==> config.mk <==
export PLATFORM = sky130hd
export DESIGN_NAME = timebase_rtc_halt_reset_ctrl
export DESIGN_NICKNAME = d
export VERILOG_FILES = /design/src/logic/mft_divider.v /design/src/logic/timebase_rtc_halt_reset_ctrl.v
export VERILOG_INCLUDE_DIRS = /design/src /design/src/logic
export SDC_FILE = /design/constraint.sdc
export NUM_CORES = 1
export LEC_CHECK = 0
export BUFFER_PORTS_ARGS = -buffer_cell sky130_fd_sc_hd__clkbuf_2
export CAP_MARGIN = 20
export CORE_MARGIN = 3
export CORE_UTILIZATION = 61
export DETAILED_ROUTE_END_ITERATION = 7
export GPL_TIMING_DRIVEN = 0
export MAX_ROUTING_LAYER = met4
export PLACE_DENSITY = 0.84
export SYNTH_ARGS = -nofsm -noshare
export SYNTH_HDL_FRONTEND = slang
export SYNTH_SLANG_ARGS = --single-unit
==> constraint.sdc <==
create_clock -name core_clk -period 4.8 [get_ports core_clk]
set_input_delay 0.24 -clock core_clk [delete_from_list [all_inputs] [get_ports core_clk]]
set_output_delay 0.24 -clock core_clk [all_outputs]
set_load 0.005 [all_outputs]
==> src/logic/timebase_rtc_defs.vh <==
// Constants for the time base, RTC tick, power-down and reset controller.
// Included by the controller and its divider; holds definitions only.
`ifndef TIMEBASE_RTC_DEFS_VH
`define TIMEBASE_RTC_DEFS_VH
`define RTC_CONTROL_ADDR    8'h09
`define STATUS_FLAGS_ADDR   8'h0a
`define IRQ_CTRL_B_ADDR     8'h1e
`define RTC_CONTROL_RESET   8'h07
`define IRQ_CTRL_B_RESET    8'h00
`define RTC_DIV_LSB         0
`define RTC_DIV_MSB         2
`define RTC_FASTOSC_BIT     4
`define IRQ_TB_EN_BIT       1
`define IRQ_RT_EN_BIT       2
`define IRQ_TB_FLAG_BIT     5
`define IRQ_RT_FLAG_BIT     6
`define STAT_PDF_BIT        4
`define STAT_TO_BIT         5
`define TB_MIN_EXP          12
`define RTC_MIN_EXP         8
`define TB_VECTOR           12'h014
`define RT_VECTOR           12'h018
`define RESET_VECTOR        12'h000
`define STARTUP_CYCLES      1024
`define STARTUP_CNT_W       11
`endif

==> src/logic/mft_divider.v <==
// Multi-function timer divider: a free-running count on the timing clock tick
// that produces time-base and RTC time-out pulses.
// Assumes timeTick is a one-cycle pulse on core_clk.
`timescale 1ns/1ps
`include "timebase_rtc_defs.vh"
module mft_divider (
  // Clock and reset
  input  wire       core_clk,
  input  wire       rstSync_n,
  input  wire       clear,
  // Timing source and selections
  input  wire       timeTick,
  input  wire [1:0] tbSel,
  input  wire [2:0] rtcSel,
  // Time-out pulses
  output reg        tbTimeout,
  output reg        rtcTimeout
);
  reg  [15:0] count_q;
  wire [15:0] countNext = count_q + 16'h0001;

  // A time-out fires when the selected stage carries out.
  function carry;
    input [15:0] cur;
    input [15:0] nxt;
    input [3:0]  bitIdx;
    begin
      carry = cur[bitIdx] & ~nxt[bitIdx];
    end
  endfunction

  always @(posedge core_clk or negedge rstSync_n) begin
    if (!rstSync_n) begin
      count_q    <= 16'h0000;
      tbTimeout  <= 1'b0;
      rtcTimeout <= 1'b0;
    end else if (clear) begin
      count_q    <= 16'h0000;
      tbTimeout  <= 1'b0;
      rtcTimeout <= 1'b0;
    end else begin
      tbTimeout  <= 1'b0;
      rtcTimeout <= 1'b0;
      if (timeTick) begin
        count_q    <= countNext;
        tbTimeout  <= carry(count_q, countNext, 4'd`TB_MIN_EXP - 4'd1 + {2'b00, tbSel});
        rtcTimeout <= carry(count_q, countNext, 4'd`RTC_MIN_EXP - 4'd1 + {1'b0, rtcSel});
      end
    end
  end
endmodule

==> src/logic/timebase_rtc_halt_reset_ctrl.v <==
// Time base, RTC tick, power-down entry and wake-up, start-up delay and
// chip-reset control for a small microcontroller core.
// Assumes the core sends one-cycle instruction pulses on core_clk and that
// asynchronous pins are raw.
//
// Operation
// - Time base period set by option, 2^12..2^15.
// - Time-base time-out sets periodic tick flag.
// - Enabled tick flag with stack room calls 14H.
// - Three-bit field selects RTC divide 2^8..2^15.
// - RTC time-out sets clock tick flag.
// - Enabled clock flag with stack room calls 18H.
// - Power-down stops system oscillator; watchdog oscillator runs.
// - Power-down keeps RAM, registers, port states.
// - Power-down entry clears and restarts watchdog when watchdog oscillator selected.
// - Power-down sets powerdown flag, clears expired flag.
// - LCD timing keeps running in power-down when watchdog oscillator selected.
// - Wake on reset, interrupt, port edge, watchdog.
// - Powerdown flag: cleared power-up/watchdog clear, set halt.
// - Watchdog in power-down: flag, warm reset.
// - Each port A bit wake-enabled by option.
// - Port or blocked interrupt wake continues next instruction.
// - Flag already set before halt cannot wake.
// - Wake-up inserts 1024-cycle wait before resuming.
// - Power-up imposes the same 1024-cycle delay.
// - Expired/powerdown flag pair per reset cause.
// - Chip reset clears PC, interrupts, timers, ports.
// - Non-warm resets load RTC control 00 0111.
// - Tick flags stay set until serviced or cleared.
// - RTC control bit 4 selects fast oscillator start.
//
// The implementer's own choice: the address-and-strobe port.
`timescale 1ns/1ps
`include "timebase_rtc_defs.vh"
module timebase_rtc_halt_reset_ctrl #(
  parameter [1:0] TB_SEL      = 2'b00,
  parameter [7:0] WAKE_ENABLE = 8'hff
) (
  // Clock and reset
  input  wire        core_clk,
  input  wire        resetn,
  // Register port
  input  wire [7:0]  regAddr,
  input  wire [7:0]  regWdata,
  input  wire        regWrite,
  input  wire        regRead,
  output reg  [7:0]  regRdata,
  // Core instruction events and state
  input  wire        haltInstr,
  input  wire        wdtClearInstr,
  input  wire        irqAck,
  input  wire        stackFull,
  input  wire        otherIrqPend,
  input  wire        timeTick,
  input  wire        wdtOverflow,
  input  wire        wdtOscSelected,
  // Pins
  input  wire        extInitPin_n,
  input  wire [7:0]  portA,
  // Control outputs
  output reg         cpuRun,
  output reg         sysOscEnable,
  output reg         holdState,
  output reg         chipReset,
  output reg         warmReset,
  output reg         wdtClear,
  output reg         irqCall,
  output reg  [11:0] irqVector,
  output reg         fastStartOsc,
  output reg         timingRunEnable
);
  ////////////////////////////////////////////////////////////////////////////
  // Reset release and pin synchronisers.
  reg        rstMeta_q;
  reg        rstSync_q;
  reg        pinMeta_q;
  reg        pinSync_q;
  reg [7:0]  paMeta_q;
  reg [7:0]  paSync_q;
  reg [7:0]  paLast_q;

  always @(posedge core_clk or negedge resetn) begin
    if (!resetn) begin
      rstMeta_q <= 1'b0;
      rstSync_q <= 1'b0;
    end else begin
      rstMeta_q <= 1'b1;
      rstSync_q <= rstMeta_q;
    end
  end

  always @(posedge core_clk or negedge rstSync_q) begin
    if (!rstSync_q) begin
      pinMeta_q <= 1'b1;
      pinSync_q <= 1'b1;
      paMeta_q  <= 8'hff;
      paSync_q  <= 8'hff;
      paLast_q  <= 8'hff;
    end else begin
      pinMeta_q <= extInitPin_n;
      pinSync_q <= pinMeta_q;
      paMeta_q  <= portA;
      paSync_q  <= paMeta_q;
      paLast_q  <= paSync_q;
    end
  end

  wire pinReset = ~pinSync_q;
  wire portWake = |(paLast_q & ~paSync_q & WAKE_ENABLE);

  ////////////////////////////////////////////////////////////////////////////
  // State machine.
  localparam [3:0] ST_START = 4'b0001;
  localparam [3:0] ST_RUN   = 4'b0010;
  localparam [3:0] ST_HALT  = 4'b0100;
  localparam [3:0] ST_WAIT  = 4'b1000;

  reg [3:0]                state_q;
  reg [3:0]                state_d;
  reg [`STARTUP_CNT_W-1:0] sst_q;
  reg                      wakeIrq_q;
  reg [7:0]                rtcCtrl_q;
  reg [7:0]                irqCtrl_q;
  reg                      toFlag_q;
  reg                      pdFlag_q;
  reg                      tbArm_q;
  reg                      rtArm_q;
  reg                      pinResetLast_q;

  wire tbTimeout;
  wire rtcTimeout;
  wire inHalt    = state_q == ST_HALT;
  wire sstDone   = sst_q == `STARTUP_CYCLES - 1;
  wire tbPend    = irqCtrl_q[`IRQ_TB_FLAG_BIT] & irqCtrl_q[`IRQ_TB_EN_BIT];
  wire rtPend    = irqCtrl_q[`IRQ_RT_FLAG_BIT] & irqCtrl_q[`IRQ_RT_EN_BIT];
  // A flag that stood before halt is disarmed and cannot wake.
  wire irqWake   = (irqCtrl_q[`IRQ_TB_FLAG_BIT] & tbArm_q) |
                   (irqCtrl_q[`IRQ_RT_FLAG_BIT] & rtArm_q) | otherIrqPend;
  wire pinFall   = pinReset & ~pinResetLast_q;
  wire wdtWarm   = inHalt & wdtOverflow;
  wire wdtChip   = (state_q == ST_RUN) & wdtOverflow;
  wire anyWake   = inHalt & (irqWake | portWake | wdtOverflow);
  wire fullReset = pinFall | wdtChip;
  wire regWrRtc  = regWrite & (regAddr == `RTC_CONTROL_ADDR);
  wire regWrIrq  = regWrite & (regAddr == `IRQ_CTRL_B_ADDR);
  wire regWrStat = regWrite & (regAddr == `STATUS_FLAGS_ADDR);

  always @* begin
    state_d = state_q;
    case (state_q)
      ST_START: if (sstDone) state_d = ST_RUN;
      ST_RUN:   if (haltInstr) state_d = ST_HALT;
      ST_HALT:  if (anyWake | pinReset) state_d = ST_WAIT;
      ST_WAIT:  if (sstDone) state_d = ST_RUN;
      default:  state_d = ST_START;
    endcase
    if (pinReset && state_q != ST_HALT) state_d = ST_START;
    if (wdtChip) state_d = ST_START;
  end

  always @(posedge core_clk or negedge rstSync_q) begin
    if (!rstSync_q) begin
      state_q        <= ST_START;
      sst_q          <= {`STARTUP_CNT_W{1'b0}};
      wakeIrq_q      <= 1'b0;
      pinResetLast_q <= 1'b0;
    end else begin
      state_q        <= state_d;
      pinResetLast_q <= pinReset;
      if (state_d != state_q || (state_q != ST_START && state_q != ST_WAIT))
        sst_q <= {`STARTUP_CNT_W{1'b0}};
      else if (!sstDone)
        sst_q <= sst_q + {{(`STARTUP_CNT_W-1){1'b0}}, 1'b1};
      if (anyWake)
        wakeIrq_q <= irqWake & ~wdtOverflow & ~portWake;
    end
  end

  ////////////////////////////////////////////////////////////////////////////
  // Registers and flags.
  always @(posedge core_clk or negedge rstSync_q) begin
    if (!rstSync_q) begin
      rtcCtrl_q <= `RTC_CONTROL_RESET;
      irqCtrl_q <= `IRQ_CTRL_B_RESET;
      toFlag_q  <= 1'b0;
      pdFlag_q  <= 1'b0;
      tbArm_q   <= 1'b1;
      rtArm_q   <= 1'b1;
    end else begin
      if (fullReset || (pinReset && inHalt)) begin
        rtcCtrl_q <= `RTC_CONTROL_RESET;
        irqCtrl_q <= `IRQ_CTRL_B_RESET;
      end else begin
        if (regWrRtc)
          rtcCtrl_q <= {3'b000, regWdata[4:0]};
        if (regWrIrq)
          irqCtrl_q <= regWdata & 8'h77;
        if (irqCall && irqVector == `TB_VECTOR)
          irqCtrl_q[`IRQ_TB_FLAG_BIT] <= 1'b0;
        if (irqCall && irqVector == `RT_VECTOR)
          irqCtrl_q[`IRQ_RT_FLAG_BIT] <= 1'b0;
        if (tbTimeout)
          irqCtrl_q[`IRQ_TB_FLAG_BIT] <= 1'b1;
        if (rtcTimeout)
          irqCtrl_q[`IRQ_RT_FLAG_BIT] <= 1'b1;
      end
      if (state_q == ST_RUN && haltInstr) begin
        tbArm_q <= ~irqCtrl_q[`IRQ_TB_FLAG_BIT];
        rtArm_q <= ~irqCtrl_q[`IRQ_RT_FLAG_BIT];
      end
      if (wdtOverflow && state_q != ST_START && state_q != ST_WAIT) begin
        toFlag_q <= 1'b1;
        if (inHalt)
          pdFlag_q <= 1'b1;
      end else if (pinReset && inHalt) begin
        toFlag_q <= 1'b0;
        pdFlag_q <= 1'b1;
      end else if (state_q == ST_RUN && haltInstr) begin
        pdFlag_q <= 1'b1;
        toFlag_q <= 1'b0;
      end else if (state_q == ST_RUN && wdtClearInstr) begin
        pdFlag_q <= 1'b0;
        toFlag_q <= 1'b0;
      end else if (regWrStat) begin
        pdFlag_q <= regWdata[`STAT_PDF_BIT];
        toFlag_q <= regWdata[`STAT_TO_BIT];
      end
    end
  end

  ////////////////////////////////////////////////////////////////////////////
  // Divider for time base and RTC.
  mft_divider divider (
    .core_clk   (core_clk),
    .rstSync_n  (rstSync_q),
    .clear      (fullReset),
    .timeTick   (timeTick),
    .tbSel      (TB_SEL),
    .rtcSel     (rtcCtrl_q[`RTC_DIV_MSB:`RTC_DIV_LSB]),
    .tbTimeout  (tbTimeout),
    .rtcTimeout (rtcTimeout)
  );

  ////////////////////////////////////////////////////////////////////////////
  // Outputs.
  wire resume   = state_q == ST_WAIT && sstDone;
  wire takeIrq  = ~stackFull & (state_q == ST_RUN | (resume & wakeIrq_q));

  always @(posedge core_clk or negedge rstSync_q) begin
    if (!rstSync_q) begin
      regRdata        <= 8'h00;
      cpuRun          <= 1'b0;
      sysOscEnable    <= 1'b1;
      holdState       <= 1'b0;
      chipReset       <= 1'b1;
      warmReset       <= 1'b0;
      wdtClear        <= 1'b1;
      irqCall         <= 1'b0;
      irqVector       <= `RESET_VECTOR;
      fastStartOsc    <= 1'b0;
      timingRunEnable <= 1'b1;
    end else begin
      regRdata <= 8'h00;
      if (regRead) begin
        case (regAddr)
          `RTC_CONTROL_ADDR:  regRdata <= rtcCtrl_q;
          `IRQ_CTRL_B_ADDR:   regRdata <= irqCtrl_q;
          `STATUS_FLAGS_ADDR: regRdata <= {2'b00, toFlag_q, pdFlag_q, 4'h0};
          default:            regRdata <= 8'h00;
        endcase
      end
      cpuRun          <= state_d == ST_RUN;
      sysOscEnable    <= state_d != ST_HALT;
      holdState       <= state_d == ST_HALT;
      timingRunEnable <= (state_d != ST_HALT) | wdtOscSelected;
      chipReset       <= fullReset | (pinReset & inHalt);
      warmReset       <= wdtWarm;
      wdtClear        <= fullReset | (state_q == ST_RUN & haltInstr & wdtOscSelected);
      fastStartOsc    <= rtcCtrl_q[`RTC_FASTOSC_BIT];
      irqCall         <= 1'b0;
      if (takeIrq && !irqCall && !irqAck) begin
        if (tbPend) begin
          irqCall   <= 1'b1;
          irqVector <= `TB_VECTOR;
        end else if (rtPend) begin
          irqCall   <= 1'b1;
          irqVector <= `RT_VECTOR;
        end
      end
    end
  end
endmodule

* Word-level counts from Yosys, hierarchy flattened
Index checks and enable logic that the tools add are counted.
** Operators by class
- Multiplexer cells :: 44
- Bitwise operators :: 41
- Reduce and logical (&&, ||, !) cells :: 27
- Add/subtract/negate cells :: 3
- Order comparisons :: 1
- Equal/unequal tests :: 19
** Operator list (number)
- 2-to-1 mux 8 bit :: 5
- 2-to-1 mux 16 bit :: 2
- equality test 12 x 5 -> 1 bit (second input constant) :: 2
- 2-to-1 mux 1 bit :: 24
- 2-to-1 mux 12 bit :: 2
- case mux 8 bit (3 select lines) :: 1
- 2-to-1 mux 11 bit :: 2
- AND 1 bit :: 20
- 2-to-1 mux 4 bit :: 5
- adder 16 x 1 -> 16 bit (second input constant) :: 1
- equality test 8 x 4 -> 1 bit (second input constant) :: 2
- logical AND 1 bit :: 12
- case mux 4 bit (3 select lines) :: 1
- adder 11 x 1 -> 11 bit (second input constant) :: 1
- equality test 11 x 10 -> 1 bit (second input constant) :: 1
- bitwise OR 1 bit :: 10
- inverter 1 bit :: 9
- AND 8 bit :: 1
- binary-select mux 1 bit (select 4 bit) :: 2
- equality test 4 x 2 -> 1 bit (second input constant) :: 2
- equality test 4 x 3 -> 1 bit (second input constant) :: 2
- equality test 8 x 5 -> 1 bit (second input constant) :: 1
- != test 4 x 3 -> 1 bit (second input constant) :: 2
- inverter 8 bit :: 1
- other kinds (17) :: 24
** Word-level totals
- Word-level logic and storage cells :: 168
- Output and inout bits :: 29
- Flip-flop bits (word level) :: 112

* Longest topological paths before layout
- Depth after elaboration :: 14
- Gate-level depth with buffers :: 11

* Cells and area by module
Synthesis repeated with hierarchy kept, for this count alone.
** Second synthesis, totals
- Cell total of the unflattened synthesis :: 450
- Area, all modules :: 4725.8 um2
** By module, submodules not included
- timebase_rtc_halt_reset_ctrl :: instances 1, cells an instance 289, area each 3358.2 um2, seq. area each 2021.9 um2
- mft_divider :: instances 1, cells an instance 161, area each 1367.6 um2, seq. area each 450.4 um2

* Least setup slack after synthesis
No wires, ideal clock.
- Path type :: register to register
- Start :: reg rtcCtrl_q[0]
- End :: reg divider.rtcTimeout
- Buffers on the path :: 3
- Data required time :: 4669 ps
- Period minus slack after synthesis :: 2564 ps
- Cell stages (with the launch flop) :: 9
- Path slack :: 2236 ps
- Arrival :: 2433 ps
- Cells stage by stage :: dfstp_2 -> buf_2 -> clkbuf_1 -> inv_1 -> ha_1 -> clkbuf_1 -> mux4_2 -> o2111ai_1 -> a221oi_2
** Between the ends
- Longest elaborated chain between the ends :: 7
** RTL lines
- from (decl) :: RTL line timebase_rtc_halt_reset_ctrl.v:122 : reg [7:0] rtcCtrl_q;
- from (signal assigned) :: RTL line timebase_rtc_halt_reset_ctrl.v:183 : rtcCtrl_q <= `RTC_CONTROL_RESET;
- from (signal assigned) :: RTL line timebase_rtc_halt_reset_ctrl.v:191 : rtcCtrl_q <= `RTC_CONTROL_RESET;
- from (signal assigned) :: RTL line timebase_rtc_halt_reset_ctrl.v:195 : rtcCtrl_q <= {3'b000, regWdata[4:0]};
- adder 3 x 3 -> 4 bit (*) :: RTL line mft_divider.v:47 : rtcTimeout <= carry(count_q, countNext, 4'd`RTC_MIN_EXP - 4'd1 + {1'b0, rtcSel});
- binary-select mux 1 bit (select 4 bit) :: RTL line mft_divider.v:28 : carry = cur[bitIdx] & ~nxt[bitIdx];
- 2-to-1 mux 1 bit (not written as such) :: RTL line mft_divider.v:28
- inverter 1 bit :: RTL line mft_divider.v:28
- AND 1 bit (*) :: RTL line mft_divider.v:28
- 2-to-1 mux 1 bit (*) :: RTL line mft_divider.v:44 : if (timeTick) begin
- 2-to-1 mux 1 bit (*) :: RTL line mft_divider.v:37 : end else if (clear) begin
- to (signal assigned) :: RTL line mft_divider.v:47
- to (decl) :: RTL line mft_divider.v:17 : output reg rtcTimeout
Mark *: on every way between the ends. The rest lies on a longest branch, timed or not. The select of a mux whose other input is x is not followed.
A chain may end at the register's enable or synchronous reset.

* Final worst setup path
Same ends and word-level chain as after synthesis.

==> flow_summary.ini <==
[finish]
layout.cells.non_filler = 622
layout-drive-gt1-share_pct = 28.3
num-fill-cells = 499
area_growth_pct = 16.8
final_area_um2 = 5360
layout.nets = 562
insertedDiodeCount = 0

[sta]
max_freq_mhz = 314
hold_viol = 0
setup_tns_ps = 0
fin_worst_skew_ps = 15.0
worstMarginPinSlew_ps = 850
rsz0062_at_grt = false
fin_crit_sh_pct = 66.3
min_period_ps = 3180
max_slew_margin_pct = 42.9
setup_violations = 0
slew_violations = 0
fin_hold_ws_ps = 53.6

[floorplanning]
core_um2 = 7060
die_w_um = 92.7
die_h_um = 92.7
start_util_pct = 65.0
fp.dieArea_um2 = 8600
boundaryPins = 66
placementRows = 30

[clocking]
clk_latency_ps = 370
post_cts_buffers = 0
numCtsBuffers = 9
cts_tree = built
cts_num_sinks = 97
post_cts_resized = 0
clkTransAtPathRegs_ps = 100
ctsRootBufferMaster = clkbuf_8
clockBufferDepth = 2
htreeDepth = 3

[routing]
first_pass_iters = 5
via_per_inst = 5.65
wirelength_mm = 9.23
drc = 0
wl_per_cell_um = 14.8
vias = 3516
drt-initial-drc-count = 316
ant_nets = 0

[synth]
ys_seq_area_share_pct = 53.9
ys_types = 68
synthFlopType = dfrtp_1
synth_area_leaders = dfrtp_1 33%, dfstp_2 21%, nand2_1 3.9%, nor2_1 3.8%, xor2_1 2.9%
ys_ff_latch = 97
ys_warn_count = 0
yosys.area.top_type = dfrtp_1
avgSynthCellArea_um2 = 10.5
synth_top_area_share_pct = 33.3
netlist_instances = 436
async_flop_share_pct = 100
synth-edff-count = 0
syn_area_um2 = 4590

[power_and_ir_drop]
vdd_drop_max_mv = 0.271
power_per_cell_area_nw_per_um2 = 293
fin_total_pwr_w = 0.00157
p_leak_nw = 2.49

[worst_setup_path]
crit_path_max_incr_delay_ps = 670
worst_ep_arrival_time_ps = 3460
crit_fanout = 10
cp_top_family = buffers and inverters
endpoint_kind = register
critical_path_required_ps = 5080
cp_slowest_cell = xnor2_1
cp-start-kind = register
path_cells = buf_2 -> clkbuf_1 -> inv_1 -> ha_1 -> xnor2_1 -> o21ai_0 -> nand2_1 -> a31oi_1 -> a2bb2oi_1 -> a221oi_2
critPathKind = reg2reg
crit_buf_inv = 3

[placement]
hpwl_mm = 6.62
portBuffers = 54
routabilityCongestion = 0.894
place_area_um2 = 5040
place_inst = 596

[global_route]
busiest_layer = met2
antenna_found_initial = 0
grt_use_met1_pct = 30.6
grt_max_degree = 65
grt-ovfl-total = 0
grt_pass1_vias = 3454
use_met3_pct = 3.90
use_met2_pct = 38.0
grt_usage_pct = 24.0
grt_pass1_wl_mm = 16.0

[job]
drv_cap = 0

[worst_hold_path]
min_path_type = in2reg

[outcome]
status = complete, no violations
cells in the final DEF (no fill, tap or decap), types with 8 or more instances in the layout:
master,count
buf_4,10
nor2b_1,11
a21oi_1,12
nand2_1,48
dlygate4sd3_1,10
conb_1,11
inv_1,17
nor2_1,46
clkbuf_8,10
nand4_1,10
o21ai_0,14
clkbuf_2,55
xnor2_1,14
dfrtp_1,60
and3_1,8
dfstp_2,36
buf_2,9
xor2_1,15
nand3_1,21
stage by stage:
stage | worst slack [ps] | utilization (%)
after floorplan | 1960 | -
after global placement | 1080 | 71.0
after detailed placement | 1670 | 71.5
after CTS | 1630 | 76.0
after global routing | 1410 | 76.0
final | 1620 | 76.0
area by class of cell:
type                    instances  area (um^2)  area share, %
repair buffers                 65          398           7.42
well taps                      96          120           2.24
clock buffers                  10          138           2.57
multi-input cells             303         1920           35.7
flip-flops and latches         97         2480           46.2
plain buffers                  27          166           3.10
inverters                      18         67.6           1.26
clock inverters                 6         80.1           1.49
metal layers:
| metal | wire, um | share of wire [%] | vias up |
|---|---|---|---|
| li1 | - | - | 1663 |
| met1 | 3970 | 43 | 1705 |
| met2 | 4510 | 49 | 123 |
| met3 | 508 | 5.5 | 25 |
| met4 | 238 | 2.6 | 0 |
| met5 | 0 | 0 | - |
power breakdown:
part / total [W] / internal (W) / switching (W)
combinational: 0.000114 / 0.0000507 / 0.0000630
clock: 0.000573 / 0.000268 / 0.000305
sequential: 0.000884 / 0.000853 / 0.0000313
total: 0.00157 / 0.00117 / 0.000399
state kept, by name, indices dropped and copies added, names as in the netlist, 3 cells and up:
| signal | flops |
|---|---|
| state_q | 4 |
| regRdata | 7 |
| paSync_q | 8 |
| irqCtrl_q | 6 |
| paLast_q | 8 |
| paMeta_q | 8 |
| sst_q | 11 |
| divider.count_q | 16 |
| irqVector | 3 |
| rtcCtrl_q | 5 |
path summary, 6_finish.rpt:
check / depth (start not counted) / from / end / slack (ps)
worst max-delay path: 10 / rtcCtrl_q[0] / divider.rtcTimeout / 1620
worst min-delay path: 3 / wdtOscSelected / wdtClear / 50
worst max register to register: 10 / rtcCtrl_q[0] / divider.rtcTimeout / 1620
worst min register to register: 0 / rstSync_q / divider.count_q[9] / 280
max in group asynchronous: 1 / rstSync_q / tbArm_q / 3840
min in group asynchronous: 2 / resetn / rstSync_q / 180
kinds of logic after synthesis:
family	after synthesis	synth area share, %
simple gates	186	21.5
xor+xnor	29	5.53
buf+inv	45	5.10
other cells	2	0.164
mux	11	3.24
fa+ha+maj	4	1.09
compound gates	62	9.51
flops	97	53.9
Yosys cell counts, types with 3 or more instances:
cell and count:
ha_1 4, and3_1 8, dfrtp_1 61, o21a_1 3, nor2b_1 11, nor3_1 7, nand2b_1 5, a22oi_1 4
xor2_1 15, nand3_1 21, a41oi_1 4, a21oi_1 12, mux4_2 3, nand2_1 48, mux2i_1 7, and2_1 7
o21ai_0 14, dfstp_2 36, clkbuf_1 4, xnor2_1 14, nor2_1 46, a31oi_1 3, inv_1 17, buf_4 10
nand4_1 10, nor4_1 3, buf_2 9
timing repair:
action	4_1_cts	5_1_grt
hold buffers	10	0
setup endpoints to repair	0	0
hold endpoints to repair	11	0
worst min-delay path: stages:
cell,delay (ps)
clkbuf_2,90
nand2_1,50
nand2_1,50
Note: power is estimated with default switching activity, not from simulation.
